--- config.mk ---
export PLATFORM = sky130hd
export DESIGN_NAME = adc_alert_config_regs
export DESIGN_NICKNAME = d
export VERILOG_FILES = /design/src/verilog/adc_alert_pkg.sv /design/src/verilog/adc_alert_config_regs.sv /design/src/verilog/auto_conv_timer.sv
export VERILOG_INCLUDE_DIRS = /design/src /design/src/verilog
export SDC_FILE = /design/constraint.sdc
export NUM_CORES = 1
export LEC_CHECK = 0
export BUFFER_PORTS_ARGS = -buffer_cell sky130_fd_sc_hd__buf_2
export CELL_PAD_IN_SITES_DETAIL_PLACEMENT = 0
export CELL_PAD_IN_SITES_GLOBAL_PLACEMENT = 1
export CORE_AREA = 2 2 120 122
export DETAILED_ROUTE_END_ITERATION = 12
export DIE_AREA = 0 0 122 124
export GPL_TIMING_DRIVEN = 0
export PLACE_DENSITY = 0.84
export SYNTH_ARGS = -nofsm -noshare
export SYNTH_HDL_FRONTEND = slang
export SYNTH_SLANG_ARGS = --single-unit
--- constraint.sdc ---
create_clock -name mclk_in -period 3.7 [get_ports mclk_in]
set_input_delay 0.37 -clock mclk_in [delete_from_list [all_inputs] [get_ports mclk_in]]
set_output_delay 0.37 -clock mclk_in [all_outputs]
set_load 0.02 [all_outputs]
--- src/verilog/adc_alert_params.svh ---
// constants for the alert, configuration and threshold register bank
`ifndef ADC_ALERT_PARAMS_SVH
`define ADC_ALERT_PARAMS_SVH

// register pointer values
`define PTR_RESULT       3'h0
`define PTR_STATUS       3'h1
`define PTR_CONFIG       3'h2
`define PTR_LOWER        3'h3
`define PTR_UPPER        3'h4
`define PTR_HYST         3'h5

// alert status field positions
`define STAT_UNDER       0
`define STAT_OVER        1

// configuration field positions
`define CFG_POL          0
`define CFG_PIN_EN       2
`define CFG_FLAG_EN      3
`define CFG_HOLD         4
`define CFG_IVL_LO       5
`define CFG_IVL_HI       7

// result word alert bit and threshold field width
`define RES_ALERT_BIT    15
`define SAMPLE_HI        11

// reset values and the configuration write mask
`define STATUS_RST       2'h0
`define CONFIG_RST       8'h00
`define CONFIG_WMASK     8'hFD
`define UPPER_RST        12'hFFF
`define LOWER_RST        12'h000
`define HYST_RST         12'h000
`define RESULT_RST       12'h000

// timing: conversion period in ns and the clock period in ns
`define CONV_PERIOD_NS   1000
`define CLK_PERIOD_NS    50
`define CONV_PERIOD_CYC  ((`CONV_PERIOD_NS + `CLK_PERIOD_NS - 1) / `CLK_PERIOD_NS)

// interval code one multiplies by 32, i.e. shift by code plus four
`define IVL_SHIFT_BASE   4'h4
`define IVL_MAX_MULT     2048
`define IVL_MIN_MULT     32

`endif

--- src/verilog/adc_alert_pkg.sv ---
// types shared by the alert register bank and its interval timer
package adc_alert_pkg;

	// one 12-bit conversion sample
	typedef logic [11:0] sample_t;

	// automatic conversion interval codes
	typedef enum logic [2:0] {
		IVL_OFF  = 3'h0,
		IVL_X32  = 3'h1,
		IVL_X64  = 3'h2,
		IVL_X128 = 3'h3,
		IVL_X256 = 3'h4,
		IVL_X512 = 3'h5,
		IVL_X1K  = 3'h6,
		IVL_X2K  = 3'h7
	} ivl_t;

endpackage

--- src/verilog/adc_alert_config_regs.sv ---
// alert status, configuration and threshold register bank
// Functional notes
// - over-range flag sets when a new result exceeds the upper threshold
// - under-range flag sets when a new result is below the lower threshold
// - writing one to a flag bit clears that flag
// - without hold, over flag self-clears below upper minus hysteresis
// - without hold, under flag self-clears above lower plus hysteresis
// - with hold set, flags never self-clear; only writes clear them
// - interval code zero disables automatic mode; power-up value is zero
// - non-zero interval code runs conversions repeatedly without requests
// - interval is conversion period times 32 up to 2048 per code
// - flag-enable bit gates alert bit 15 of the result word
// - pin-enable bit zero leaves the alert pin undriven
// - polarity bit zero gives active low, one gives active high pin
// - reserved status, configuration and lower threshold bits read zero
// - lower threshold is twelve bits in bits 11 to 0
// - a flag reads one from a violating result until it self-clears or a write clears it
// - result bit 15 is one when gating is on and a flag is set
// - upper threshold sits at pointer four, resets to all ones
// - hysteresis margin is twelve bits at pointer five
`timescale 1ns/1ns
`include "adc_alert_params.svh"

module adc_alert_config_regs #(
	parameter int CONV_PERIOD_CYC = `CONV_PERIOD_CYC
) (
	// clock and reset
	input  wire logic                     mclk_in,
	input  wire logic                     rst_in,
	// register access through the pointer
	input  wire logic [2:0]               ptr_in,
	input  wire logic                     wr_en_in,
	input  wire logic [15:0]              wr_data_in,
	output logic      [15:0]              rd_data_out,
	// conversion engine
	input  wire logic                     conv_done_in,
	input  wire adc_alert_pkg::sample_t   conv_result_in,
	output logic                          conv_start_out,
	// alert pin
	output logic                          alert_out,
	output logic                          alert_oe_out
);

	////////////////////////////////////////////////////////////////////////
	// storage

	logic [1:0]              status_reg;
	logic [1:0]              status_next;
	logic [7:0]              config_reg;
	adc_alert_pkg::sample_t  lower_reg;
	adc_alert_pkg::sample_t  upper_reg;
	adc_alert_pkg::sample_t  hyst_reg;
	adc_alert_pkg::sample_t  result_reg;
	logic [15:0]             rd_data_reg;
	logic [15:0]             rd_data_next;
	logic                    alert_reg;
	logic                    alert_next;
	logic                    alert_oe_reg;

	////////////////////////////////////////////////////////////////////////
	// decode

	wire                     wr_status;
	wire                     wr_config;
	wire                     wr_lower;
	wire                     wr_upper;
	wire                     wr_hyst;
	wire                     cfg_hold;
	wire                     cfg_flag_en;
	wire                     cfg_pin_en;
	wire                     cfg_pol;
	adc_alert_pkg::ivl_t     cfg_ivl;
	wire                     any_flag;

	// write strobes per pointer value
	assign wr_status = wr_en_in && ptr_in == `PTR_STATUS;
	assign wr_config = wr_en_in && ptr_in == `PTR_CONFIG;
	assign wr_lower  = wr_en_in && ptr_in == `PTR_LOWER;
	assign wr_upper  = wr_en_in && ptr_in == `PTR_UPPER;
	assign wr_hyst   = wr_en_in && ptr_in == `PTR_HYST;

	// configuration fields
	assign cfg_hold    = config_reg[`CFG_HOLD];
	assign cfg_flag_en = config_reg[`CFG_FLAG_EN];
	assign cfg_pin_en  = config_reg[`CFG_PIN_EN];
	assign cfg_pol     = config_reg[`CFG_POL];
	assign cfg_ivl     = adc_alert_pkg::ivl_t'(
		config_reg[`CFG_IVL_HI:`CFG_IVL_LO]);
	assign any_flag    = |status_reg;

	////////////////////////////////////////////////////////////////////////
	// threshold comparison

	wire signed [12:0]       over_clr_lim;
	wire        [12:0]       under_clr_lim;
	wire signed [12:0]       res_s;
	wire                     over_set;
	wire                     under_set;
	wire                     over_self;
	wire                     under_self;
	wire                     over_w1c;
	wire                     under_w1c;

	// limits widened so a large margin cannot wrap around
	assign res_s         = $signed({1'b0, conv_result_in});
	assign over_clr_lim  = $signed({1'b0, upper_reg}) -
		$signed({1'b0, hyst_reg});
	assign under_clr_lim = {1'b0, lower_reg} + {1'b0, hyst_reg};

	// set on each completed result, strict compares
	assign over_set  = conv_done_in && conv_result_in > upper_reg;
	assign under_set = conv_done_in && conv_result_in < lower_reg;

	// self-clear only while hold is off
	assign over_self  = conv_done_in && !cfg_hold &&
		res_s < over_clr_lim;
	assign under_self = conv_done_in && !cfg_hold &&
		{1'b0, conv_result_in} > under_clr_lim;

	// write-one-to-clear strobes
	assign over_w1c  = wr_status && wr_data_in[`STAT_OVER];
	assign under_w1c = wr_status && wr_data_in[`STAT_UNDER];

	// a new violation wins over any clear in the same cycle
	assign status_next[`STAT_OVER]  = over_set ||
		(status_reg[`STAT_OVER] && !over_w1c && !over_self);
	assign status_next[`STAT_UNDER] = under_set ||
		(status_reg[`STAT_UNDER] && !under_w1c && !under_self);

	////////////////////////////////////////////////////////////////////////
	// read path and pin level

	// read mux; reserved bits fill with zero
	assign rd_data_next =
		ptr_in == `PTR_RESULT ? {cfg_flag_en && any_flag,
			3'h0, result_reg} :
		ptr_in == `PTR_STATUS ? {14'h0000, status_reg} :
		ptr_in == `PTR_CONFIG ? {8'h00,
			config_reg & `CONFIG_WMASK} :
		ptr_in == `PTR_LOWER  ? {4'h0, lower_reg} :
		ptr_in == `PTR_UPPER  ? {4'h0, upper_reg} :
		ptr_in == `PTR_HYST   ? {4'h0, hyst_reg} :
		16'h0000;

	// active level follows polarity; level forced low when pin disabled
	assign alert_next = cfg_pin_en &&
		(cfg_pol ? any_flag : !any_flag);

	////////////////////////////////////////////////////////////////////////
	// register updates

	// alert flags
	always_ff @(posedge mclk_in or posedge rst_in) begin
		if (rst_in) begin
			status_reg <= `STATUS_RST;
		end else begin
			status_reg <= status_next;
		end
	end

	// configuration, reserved bit masked off
	always_ff @(posedge mclk_in or posedge rst_in) begin
		if (rst_in) begin
			config_reg <= `CONFIG_RST;
		end else if (wr_config) begin
			config_reg <= wr_data_in[7:0] & `CONFIG_WMASK;
		end
	end

	// threshold and margin registers take the low twelve bits
	always_ff @(posedge mclk_in or posedge rst_in) begin
		if (rst_in) begin
			lower_reg <= `LOWER_RST;
			upper_reg <= `UPPER_RST;
			hyst_reg  <= `HYST_RST;
		end else begin
			if (wr_lower) begin
				lower_reg <= wr_data_in[`SAMPLE_HI:0];
			end
			if (wr_upper) begin
				upper_reg <= wr_data_in[`SAMPLE_HI:0];
			end
			if (wr_hyst) begin
				hyst_reg <= wr_data_in[`SAMPLE_HI:0];
			end
		end
	end

	// latest conversion result
	always_ff @(posedge mclk_in or posedge rst_in) begin
		if (rst_in) begin
			result_reg <= `RESULT_RST;
		end else if (conv_done_in) begin
			result_reg <= conv_result_in;
		end
	end

	// registered read data and alert pin
	always_ff @(posedge mclk_in or posedge rst_in) begin
		if (rst_in) begin
			rd_data_reg  <= 16'h0000;
			alert_reg    <= 1'b0;
			alert_oe_reg <= 1'b0;
		end else begin
			rd_data_reg  <= rd_data_next;
			alert_reg    <= alert_next;
			alert_oe_reg <= cfg_pin_en;
		end
	end

	assign rd_data_out  = rd_data_reg;
	assign alert_out    = alert_reg;
	assign alert_oe_out = alert_oe_reg;

	////////////////////////////////////////////////////////////////////////
	// automatic conversion timer

	// start pulses come from a flop inside the timer
	auto_conv_timer #(
		.CONV_PERIOD_CYC (CONV_PERIOD_CYC)
	) u_timer (
		.mclk_in   (mclk_in),
		.rst_in    (rst_in),
		.ivl_in    (cfg_ivl),
		.start_out (conv_start_out)
	);

	////////////////////////////////////////////////////////////////////////
	// assertions

	property p_over_set;
		@(posedge mclk_in) disable iff (rst_in)
		conv_done_in && conv_result_in > upper_reg |=> status_reg[`STAT_OVER];
	endproperty
	a_over_set: assert property (p_over_set)
		else $error("over flag not set on high result");

	property p_under_set;
		@(posedge mclk_in) disable iff (rst_in)
		conv_done_in && conv_result_in < lower_reg
		|=> status_reg[`STAT_UNDER];
	endproperty
	a_under_set: assert property (p_under_set)
		else $error("under flag not set on low result");

	property p_w1c;
		@(posedge mclk_in) disable iff (rst_in)
		wr_status && wr_data_in[`STAT_OVER] && !over_set
		|=> !status_reg[`STAT_OVER];
	endproperty
	a_w1c: assert property (p_w1c)
		else $error("write one did not clear over flag");

	property p_self_clear_over;
		@(posedge mclk_in) disable iff (rst_in)
		conv_done_in && !cfg_hold && !over_set &&
		$signed({1'b0, conv_result_in}) <
		$signed({1'b0, upper_reg}) - $signed({1'b0, hyst_reg})
		|=> !status_reg[`STAT_OVER];
	endproperty
	a_self_clear_over: assert property (p_self_clear_over)
		else $error("over flag did not self-clear");

	property p_self_clear_under;
		@(posedge mclk_in) disable iff (rst_in)
		conv_done_in && !cfg_hold && !under_set &&
		{1'b0, conv_result_in} > {1'b0, lower_reg} + {1'b0, hyst_reg}
		|=> !status_reg[`STAT_UNDER];
	endproperty
	a_self_clear_under: assert property (p_self_clear_under)
		else $error("under flag did not self-clear");

	property p_hold;
		@(posedge mclk_in) disable iff (rst_in)
		cfg_hold && status_reg[`STAT_OVER] && !over_w1c
		|=> status_reg[`STAT_OVER];
	endproperty
	a_hold: assert property (p_hold)
		else $error("held over flag cleared itself");

	property p_pin_hiz;
		@(posedge mclk_in) disable iff (rst_in)
		!cfg_pin_en ##1 !cfg_pin_en |-> !alert_oe_out && !alert_out;
	endproperty
	a_pin_hiz: assert property (p_pin_hiz)
		else $error("alert pin driven while disabled");

	property p_pin_level;
		@(posedge mclk_in) disable iff (rst_in)
		cfg_pin_en |=> alert_out == ($past(cfg_pol) ? $past(any_flag) :
			!$past(any_flag));
	endproperty
	a_pin_level: assert property (p_pin_level)
		else $error("alert pin level wrong for polarity");

	property p_result_alert;
		@(posedge mclk_in) disable iff (rst_in)
		ptr_in == `PTR_RESULT |=> rd_data_out[`RES_ALERT_BIT] ==
			($past(cfg_flag_en) && $past(any_flag));
	endproperty
	a_result_alert: assert property (p_result_alert)
		else $error("result alert bit mismatch");

	property p_reserved;
		@(posedge mclk_in) disable iff (rst_in)
		ptr_in == `PTR_STATUS |=> rd_data_out[15:2] == 14'h0000;
	endproperty
	a_reserved: assert property (p_reserved)
		else $error("reserved status bits read non-zero");

	c_over:   cover property (@(posedge mclk_in) disable iff (rst_in)
		over_set ##1 status_reg[`STAT_OVER]);
	c_under:  cover property (@(posedge mclk_in) disable iff (rst_in)
		under_set ##1 status_reg[`STAT_UNDER]);
	c_self:   cover property (@(posedge mclk_in) disable iff (rst_in)
		status_reg[`STAT_OVER] ##1 over_self ##1 !status_reg[`STAT_OVER]);
	c_pin_hi: cover property (@(posedge mclk_in) disable iff (rst_in)
		alert_oe_out && alert_out && cfg_pol);

endmodule // adc_alert_config_regs

--- src/verilog/auto_conv_timer.sv ---
// automatic conversion interval timer
`timescale 1ns/1ns
`include "adc_alert_params.svh"

module auto_conv_timer #(
	parameter int CONV_PERIOD_CYC = `CONV_PERIOD_CYC
) (
	// clock and reset
	input  wire logic                 mclk_in,
	input  wire logic                 rst_in,
	// interval code from configuration
	input  wire adc_alert_pkg::ivl_t  ivl_in,
	// conversion start pulse
	output logic                      start_out
);

	localparam int CW = $clog2(CONV_PERIOD_CYC * `IVL_MAX_MULT + 1);

	// elaboration check on the period
	if (CONV_PERIOD_CYC < 1) begin : g_bad_period
		$error("conversion period must be at least one cycle");
	end

	logic [CW-1:0]        cnt_reg;
	logic [CW-1:0]        cnt_next;
	adc_alert_pkg::ivl_t  ivl_prev_reg;
	logic                 start_reg;
	logic                 start_next;
	wire                  ivl_on;
	wire                  ivl_changed;

	// interval length in cycles for a non-zero code
	function automatic logic [CW-1:0] interval_cycles(
			input adc_alert_pkg::ivl_t code);
		interval_cycles = CW'(CONV_PERIOD_CYC) << ({1'b0, code} +
			`IVL_SHIFT_BASE);
	endfunction

	// restart on any change to a non-zero code, fire again when the count runs out
	assign ivl_on      = (ivl_in != adc_alert_pkg::IVL_OFF);
	assign ivl_changed = (ivl_in != ivl_prev_reg);
	assign start_next  = ivl_on && (ivl_changed || cnt_reg == '0);
	assign cnt_next    = !ivl_on ? '0 :
		start_next ? interval_cycles(ivl_in) - CW'(1) :
		cnt_reg - CW'(1);

	// counter, code history and start pulse
	always_ff @(posedge mclk_in or posedge rst_in) begin
		if (rst_in) begin
			cnt_reg      <= '0;
			ivl_prev_reg <= adc_alert_pkg::IVL_OFF;
			start_reg    <= 1'b0;
		end else begin
			cnt_reg      <= cnt_next;
			ivl_prev_reg <= ivl_in;
			start_reg    <= start_next;
		end
	end

	assign start_out = start_reg;

	////////////////////////////////////////////////////////////////////////
	// assertions

	// checker helpers: cycles since the last start, and whether that start
	// belongs to a run whose code has not changed since
	logic [CW-1:0]  chk_gap_reg;
	logic           chk_arm_reg;

	// gap counter saturates; a code change disarms until the next start
	always_ff @(posedge mclk_in or posedge rst_in) begin
		if (rst_in) begin
			chk_gap_reg <= '0;
			chk_arm_reg <= 1'b0;
		end else begin
			chk_gap_reg <= start_reg ? CW'(1) :
				(&chk_gap_reg) ? chk_gap_reg : chk_gap_reg + CW'(1);
			chk_arm_reg <= ivl_changed ? 1'b0 :
				start_reg ? 1'b1 : chk_arm_reg;
		end
	end

	// a start lasts one cycle unless the code changes under it
	property p_spacing;
		@(posedge mclk_in) disable iff (rst_in)
		start_reg && !ivl_changed |=> !start_reg;
	endproperty
	a_spacing: assert property (p_spacing)
		else $error("automatic starts spaced too closely");

	property p_off_quiet;
		@(posedge mclk_in) disable iff (rst_in)
		ivl_in == adc_alert_pkg::IVL_OFF |=> !start_reg;
	endproperty
	a_off_quiet: assert property (p_off_quiet)
		else $error("start issued with automatic mode off");

	// within an unchanged run, starts come exactly one interval apart
	property p_interval;
		@(posedge mclk_in) disable iff (rst_in)
		start_reg && chk_arm_reg && !ivl_changed |->
		int'(chk_gap_reg) == CONV_PERIOD_CYC * (`IVL_MIN_MULT <<
			(int'(ivl_in) - int'(adc_alert_pkg::IVL_X32)));
	endproperty
	a_interval: assert property (p_interval)
		else $error("automatic interval not honoured");

	c_auto_start: cover property (@(posedge mclk_in) disable iff (rst_in)
		start_reg ##1 !start_reg [*8]);

endmodule // auto_conv_timer

# [Word-level counts from Yosys, hierarchy flattened]
# Index checks and enable logic that the tools add are counted.
[totals] ff_bits=95 input_bits=35 out_inout_bits=19
[op_classes] addsub=5 n_lt_le_gt_ge=4 n_eq_ne=6 shift=1 n_mux=9 reduce_logical=32
[op_table] operator="$mux 12" n=5
[op_table] operator="$mux 16" n=3
[op_table] operator="$sub 16x1->16 const B" n=2
[op_table] operator="$logic_and 1x1->1" n=19
[op_table] operator="$logic_not 16->1" n=1
[op_table] operator="$shl 5x4->16 const A" n=1
[op_table] operator="$add 12x12->13" n=1
[op_table] operator="$gt 12x13->1" n=1
[op_table] operator="$lt 13x13->1" n=1
[op_table] operator="$sub 12x12->13" n=1
[op_table] operator="$gt 12x12->1" n=1
[op_table] operator="$lt 12x12->1" n=1
[op_table] operator="$eq 3x2->1 const B" n=2
[op_table] operator="$eq 3x3->1 const B" n=2
[op_table] operator="$logic_not 1->1" n=6
[op_table] operator="$add 3x3->4 const B" n=1
[op_table] operator="$eq 3x1->1 const B" n=1
[op_table] operator="$logic_not 3->1" n=1
[op_table] operator="$logic_or 1x1->1" n=3
[op_table] operator="$ne 3x3->1" n=1
[op_table] operator="$reduce_bool 3->1" n=1
[op_table] operator="$reduce_or 2->1" n=1
[op_table] operator="$mux 1" n=1

# [Depth between registers and ports, before layout]
[logic_depth] word_depth=7 mapped_depth=18

# [By module]
# From an unflattened synthesis, not the netlist that was laid out.
[unflattened] cells_unflattened=666 hier_area_um2=6558.8
[by_module_without_submodules] module="adc_alert_config_regs" instances=1 cells_each=507 area_each_um2=5112.4 seq_area_each_um2=1816.7
[by_module_without_submodules] module="auto_conv_timer" instances=1 cells_each=159 area_each_um2=1446.4 seq_area_each_um2=500.5

# [Least setup slack after synthesis]
# No wires, ideal clock.
[synth_path] path_type="register -> register" startpoint="register hyst_reg[1]" endpoint="register status_reg[0]" setup_ns=0.137 t_arrival_ns=3.243 path_slack_ns=0.320 stages_incl_launch_ff=16 cell_sequence="dfrtp_1 -> ha_1 -> a21o_1 -> a21oi_1 -> nor2b_1 -> o41ai_1 -> o21ai_1 -> o41a_1 -> xnor2_1 -> ha_1 -> o21ai_0 -> or4_1 -> a21oi_1 -> o21ai_1 -> a22oi_1 -> o311ai_1"
[synth_via] elab_chain_len=6
[synth_rtl] element="start, declared" line_no="adc_alert_config_regs.sv:52" rtl="adc_alert_pkg::sample_t hyst_reg;"
[synth_rtl] element="start signal, assigned" line_no="adc_alert_config_regs.sv:175" rtl="hyst_reg <= `HYST_RST;"
[synth_rtl] element="start signal, assigned" line_no="adc_alert_config_regs.sv:184" rtl="hyst_reg <= wr_data_in[`SAMPLE_HI:0];"
[synth_rtl] element="$add 12x12->13" line_no="adc_alert_config_regs.sv:108" rtl="assign under_clr_lim = {1'b0, lower_reg} + {1'b0, hyst_reg};"
[synth_rtl] element="$gt 12x13->1" line_no="adc_alert_config_regs.sv:118" rtl="{1'b0, conv_result_in} > under_clr_lim;"
[synth_rtl] element="$logic_and 1x1->1" line_no="adc_alert_config_regs.sv:117" rtl="assign under_self = conv_done_in && !cfg_hold &&"
[synth_rtl] element="$logic_not 1->1" line_no="adc_alert_config_regs.sv:128" rtl="(status_reg[`STAT_UNDER] && !under_w1c && !under_self);"
[synth_rtl] element="$logic_and 1x1->1" line_no="adc_alert_config_regs.sv:128"
[synth_rtl] element="$logic_or 1x1->1" line_no="adc_alert_config_regs.sv:127" rtl="assign status_next[`STAT_UNDER] = under_set ||"
[synth_rtl] element="named net status_next[0]" line_no="adc_alert_config_regs.sv:48" rtl="logic [1:0] status_next;"
[synth_rtl] element="end signal, assigned" line_no="adc_alert_config_regs.sv:155" rtl="status_reg <= `STATUS_RST;"
[synth_rtl] element="end signal, assigned" line_no="adc_alert_config_regs.sv:157" rtl="status_reg <= status_next;"
[synth_rtl] element="end, declared" line_no="adc_alert_config_regs.sv:47" rtl="logic [1:0] status_reg;"
# The timed path passes the listed nets, and every way through them passes these cells.
# A chain may end at the register's enable or synchronous reset.

# [Worst setup path in the final report]
[layout_path] startpoint="register lower_reg[2]" endpoint="register status_reg[0]"
[layout_via] elab_chain_len=6 elab_cells_between_ends=8 cone_classes="add/sub (1); order compare (2); reduce/logical (5)"
[layout_rtl] element="start, declared" line_no="adc_alert_config_regs.sv:50" rtl="adc_alert_pkg::sample_t lower_reg;"
[layout_rtl] element="start signal, assigned" line_no="adc_alert_config_regs.sv:173" rtl="lower_reg <= `LOWER_RST;"
[layout_rtl] element="start signal, assigned" line_no="adc_alert_config_regs.sv:178" rtl="lower_reg <= wr_data_in[`SAMPLE_HI:0];"
[layout_rtl] element="$add 12x12->13" line_no="adc_alert_config_regs.sv:108"
[layout_rtl] element="$gt 12x13->1" line_no="adc_alert_config_regs.sv:118"
[layout_rtl] element="$logic_and 1x1->1" line_no="adc_alert_config_regs.sv:117"
[layout_rtl] element="$logic_not 1->1" line_no="adc_alert_config_regs.sv:128"
[layout_rtl] element="$logic_and 1x1->1" line_no="adc_alert_config_regs.sv:128"
[layout_rtl] element="$logic_or 1x1->1 *" line_no="adc_alert_config_regs.sv:127"
[layout_rtl] element="named net status_next[0]" line_no="adc_alert_config_regs.sv:48"
# Mark *: on every way through the listed nets, which the timed path passes. The rest lies on a longest branch.

==> load_flow_metrics.sql <==
INSERT INTO impl_metrics (metric_group, metric, value, unit) VALUES
('synthesis', 'synth_top_area_share', '30.97', '%'),
('setup_path', 'slowest_stage', 'sky130_fd_sc_hd__dfrtp_2', ''),
('grt', 'grt_first_pass_wirelength', '26710', 'µm'),
('power', 'power_density', '651.1', 'nW/µm²'),
('sta', 'worst-slew-pin-transition', '0.8648', 'ns'),
('final_layout', 'nNetsFinal', '820', ''),
('routing', 'drt_wl_total', '16760', 'µm'),
('synthesis', 'synth_cell_type_count', '74', ''),
('final_layout', 'largest_register_ffs', '16', ''),
('final_layout', 'post_route_cells_drive_above_1_share', '25.80', '%'),
('setup_path', 'critical_path_buf_inv_count', '0', ''),
('setup_path', 'crit_arrival', '3.88', 'ns'),
('setup_path', 'required_time_of_the_critical_path', '3.91', 'ns'),
('hold_path', 'hold-path-endpoint', 'upper_reg[10]$_DFFE_PP1P_', ''),
('final_layout', 'post_layout_nonfiller_instances', '897', ''),
('routing', 'via_per_inst', '5.814', ''),
('synthesis', 'synth_area_leader_cell', 'sky130_fd_sc_hd__dfrtp_1', ''),
('hold_path', 'hold_path_class', 'in -> reg', ''),
('floorplan', 'die_w', '122', 'µm'),
('routing', 'detailroute.via_count', '5215', ''),
('hold_path', 'worst_hold_path.num_cells', '3', ''),
('grt', 'pin_count_of_the_biggest_net_entering_global_routing', '76', ''),
('sta', 'timing.final.hold_violations', '0', ''),
('routing', 'final_antenna_net_count', '0', ''),
('grt', 'grt_pass1_vias', '5110', ''),
('placed_design', 'placed_cells_incl_taps', '873', ''),
('synthesis', 'synthesis.area_per_instance', '10.04', 'µm²'),
('clock_network', 'ctsRootBufferMaster', 'sky130_fd_sc_hd__clkbuf_16', ''),
('synthesis', 'synthesis.area', '6465', 'µm²'),
('hold_path', 'hold_path.startpoint', 'wr_data_in[10]', ''),
('synthesis', 'synth_cells', '644', ''),
('power', 'power.static_leakage', '3.334', 'nW'),
('clock_network', 'htree_levels', '3', ''),
('status', 'status', 'finished clean', ''),
('routing', 'drc', '0', ''),
('grt', 'grt_overflow_total', '0', ''),
('clock_network', 'cts_buffer_depth', '2', ''),
('final_layout', 'final.fill_count', '1209', ''),
('power', 'total_power', '4.818', 'mW'),
('floorplan', 'floorplan.initialDensity', '47.12', '%'),
('floorplan', 'core_box_area', '13720', 'µm²'),
('setup_path', 'top_cell_family_by_delay_on_the_critical_path', 'compound AO/OA/AOI/OAI gates', ''),
('synthesis', 'synth_edf_count', '0', ''),
('routing', 'firstDrtPassIters', '4', ''),
('clock_network', 'cts_tree', 'done', ''),
('setup_path', 'startpoint_type', 'flip-flop', ''),
('setup_path', 'end_kind', 'flip-flop', ''),
('routing', 'dr.first_iter.drc_count', '385', ''),
('setup_path', 'reg2reg_from', 'lower_reg[2]$_DFFE_PP0P_', ''),
('setup_path', 'reg2reg_depth', '16', ''),
('power', 'power.ir.vdd_worst', '0.3069', 'mV'),
('setup_path', 'crit_fanout', '4', ''),
('grt', 'grtUsageTotal', '23.13', '%'),
('placed_design', 'postPlaceCellArea', '6958', 'µm²'),
('clock_network', 'worst_skew_pair.late_latency', '0.35', 'ns'),
('clock_network', 'clock-sinks', '92', ''),
('floorplan', 'die_height', '124', 'µm'),
('run', 'max-cap-violations', '0', ''),
('final_layout', 'finalInstanceArea', '7400', 'µm²'),
('routing', 'wl_per_cell', '18.69', 'µm'),
('synthesis', 'synth-async-reset-ratio', '100.0', '%'),
('synthesis', 'synth_ff_type', 'sky130_fd_sc_hd__dfrtp_1', ''),
('clock_network', 'cts_inserted_buffers', '9', ''),
('sta', 'max_clock_freq', '272.5', 'MHz'),
('placed_design', 'buffer_ports.inserted', '46', ''),
('clock_network', 'clk_pin_slew', '0.07', 'ns'),
('final_layout', 'insertedDiodeCount', '0', ''),
('synthesis', 'synth-seq-area-share', '35.84', '%'),
('synthesis', 'yosys_register_bits', '92', ''),
('placed_design', 'finalWeightedCongestion', '0.9232', ''),
('synthesis', 'synth_top_cells_by_area', 'sky130_fd_sc_hd__dfrtp_1 (31%), sky130_fd_sc_hd__ha_1 (14%), sky130_fd_sc_hd__mux2_2 (7.1%)', '');
==> worst reg2reg max path: stages (launching register included) <==
cell and delay (ns):
sky130_fd_sc_hd__dfrtp_2 0.45, sky130_fd_sc_hd__ha_1 0.35, sky130_fd_sc_hd__nor2b_2 0.17, sky130_fd_sc_hd__o21ai_2 0.17
sky130_fd_sc_hd__a21boi_2 0.08, sky130_fd_sc_hd__o41a_1 0.41, sky130_fd_sc_hd__a41o_1 0.21, sky130_fd_sc_hd__nor2_1 0.13
sky130_fd_sc_hd__xor2_1 0.19, sky130_fd_sc_hd__ha_1 0.27, sky130_fd_sc_hd__nand4_1 0.07, sky130_fd_sc_hd__nor3_1 0.05
sky130_fd_sc_hd__or4_1 0.42, sky130_fd_sc_hd__a21oi_2 0.13, sky130_fd_sc_hd__o21ai_2 0.08, sky130_fd_sc_hd__a22oi_2 0.22
sky130_fd_sc_hd__o311ai_2 0.13
==> logic make-up after synthesis <==
family | after synthesis | share of synthesized area [%]
and+or+nand+nor | 158 | 13.06
adders and majority gates | 73 | 14.36
muxes | 54 | 9.541
AOI/OAI and AO/OA | 160 | 16.41
other | 1 | 0.05801
DFF | 92 | 35.84
buffers and inverters | 70 | 5.845
xor gates and xnor gates | 36 | 4.877
==> cells in the mapped netlist (13+ instances only) <==
| library cell | n |
|---|---|
| sky130_fd_sc_hd__nand2_1 | 38 |
| sky130_fd_sc_hd__inv_1 | 43 |
| sky130_fd_sc_hd__dfrtp_1 | 80 |
| sky130_fd_sc_hd__clkbuf_1 | 14 |
| sky130_fd_sc_hd__xor2_1 | 18 |
| sky130_fd_sc_hd__nor2_1 | 31 |
| sky130_fd_sc_hd__xnor2_1 | 18 |
| sky130_fd_sc_hd__ha_1 | 71 |
| sky130_fd_sc_hd__nor3_1 | 20 |
| sky130_fd_sc_hd__o22ai_1 | 13 |
| sky130_fd_sc_hd__mux2_2 | 41 |
| sky130_fd_sc_hd__a21oi_1 | 32 |
| sky130_fd_sc_hd__o21ai_0 | 43 |
==> power by group <==
group	internal, mW	leakage, nW	switching (mW)
clock	0.479	0.140	0.411
combinational	1.13	2.11	1.31
sequential	1.26	1.09	0.231
total	2.87	3.33	1.95
==> cell usage in the layout, fill, tap and decap left out, types with 13 or more instances in the layout <==
cell type / Yosys / routed
sky130_fd_sc_hd__buf_2: 0 / 46
sky130_fd_sc_hd__nor3_1: 20 / 20
sky130_fd_sc_hd__xor2_1: 18 / 18
sky130_fd_sc_hd__xnor2_1: 18 / 17
sky130_fd_sc_hd__inv_1: 43 / 39
sky130_fd_sc_hd__a21oi_1: 32 / 30
sky130_fd_sc_hd__nand2_1: 38 / 38
sky130_fd_sc_hd__ha_1: 71 / 69
sky130_fd_sc_hd__clkbuf_1: 14 / 14
sky130_fd_sc_hd__o22ai_1: 13 / 13
sky130_fd_sc_hd__nor2_1: 31 / 31
sky130_fd_sc_hd__dfrtp_1: 80 / 78
sky130_fd_sc_hd__o21ai_0: 43 / 40
sky130_fd_sc_hd__mux2_2: 41 / 41
==> per-stage QoR <==
step	util (%)	setup WS [ns]
2_1_floorplan	-	0.3202
3_3_place_gp	50.50	-0.1554
3_5_place_dp	50.72	-0.2490
4_1_cts	53.16	-0.06271
5_1_grt	53.94	-0.1403
6_report	53.94	0.03021
==> layer usage <==
layer	wire, µm	vias to the layer above	global-route usage [%]
li1	-	2455	-
met1	7909	2584	32.98
met2	7666	158	36.63
met3	948	18	4.075
met4	237	0	5.675
met5	0	-	0
==> cell type report <==
| cell class | count | area [µm²] | area share (%) |
|---|---|---|---|
| inverter | 44 | 170.2 | 2.300 |
| timing repair buffer | 55 | 320.3 | 4.329 |
| sequential | 92 | 2320 | 31.35 |
| multi-input combinational | 484 | 3869 | 52.28 |
| clock buffer | 10 | 239.0 | 3.230 |
| tap | 180 | 225.2 | 3.044 |
| clock inverter | 6 | 43.79 | 0.5918 |
| buffer | 26 | 212.7 | 2.875 |
==> worst max path at each step <==
stage / startpoint / end / slack, ns / depth (start not counted)
global placement: hyst_reg[1]$_DFFE_PP0P_ / status_reg[0]$_DFF_PP0_ / -0.16 / 15
CTS: lower_reg[1]$_DFFE_PP0P_ / status_reg[0]$_DFF_PP0_ / -0.06 / 15
detailed placement: hyst_reg[1]$_DFFE_PP0P_ / status_reg[0]$_DFF_PP0_ / -0.25 / 15
global route: lower_reg[1]$_DFFE_PP0P_ / status_reg[0]$_DFF_PP0_ / -0.14 / 15
finish: lower_reg[2]$_DFFE_PP0P_ / status_reg[0]$_DFF_PP0_ / 0.03 / 16
floorplan: hyst_reg[1]$_DFFE_PP0P_ / status_reg[0]$_DFF_PP0_ / 0.32 / 15
==> what timing repair did <==
item,CTS,global route
endpoints found under the hold margin,17,0
hold buffers,1,0
gates resized for setup,4,24
cloned,0,0
pin swaps,5,19
setup endpoints to repair,1,2
setup buffers,4,4
(Power assumes the default switching activity.)
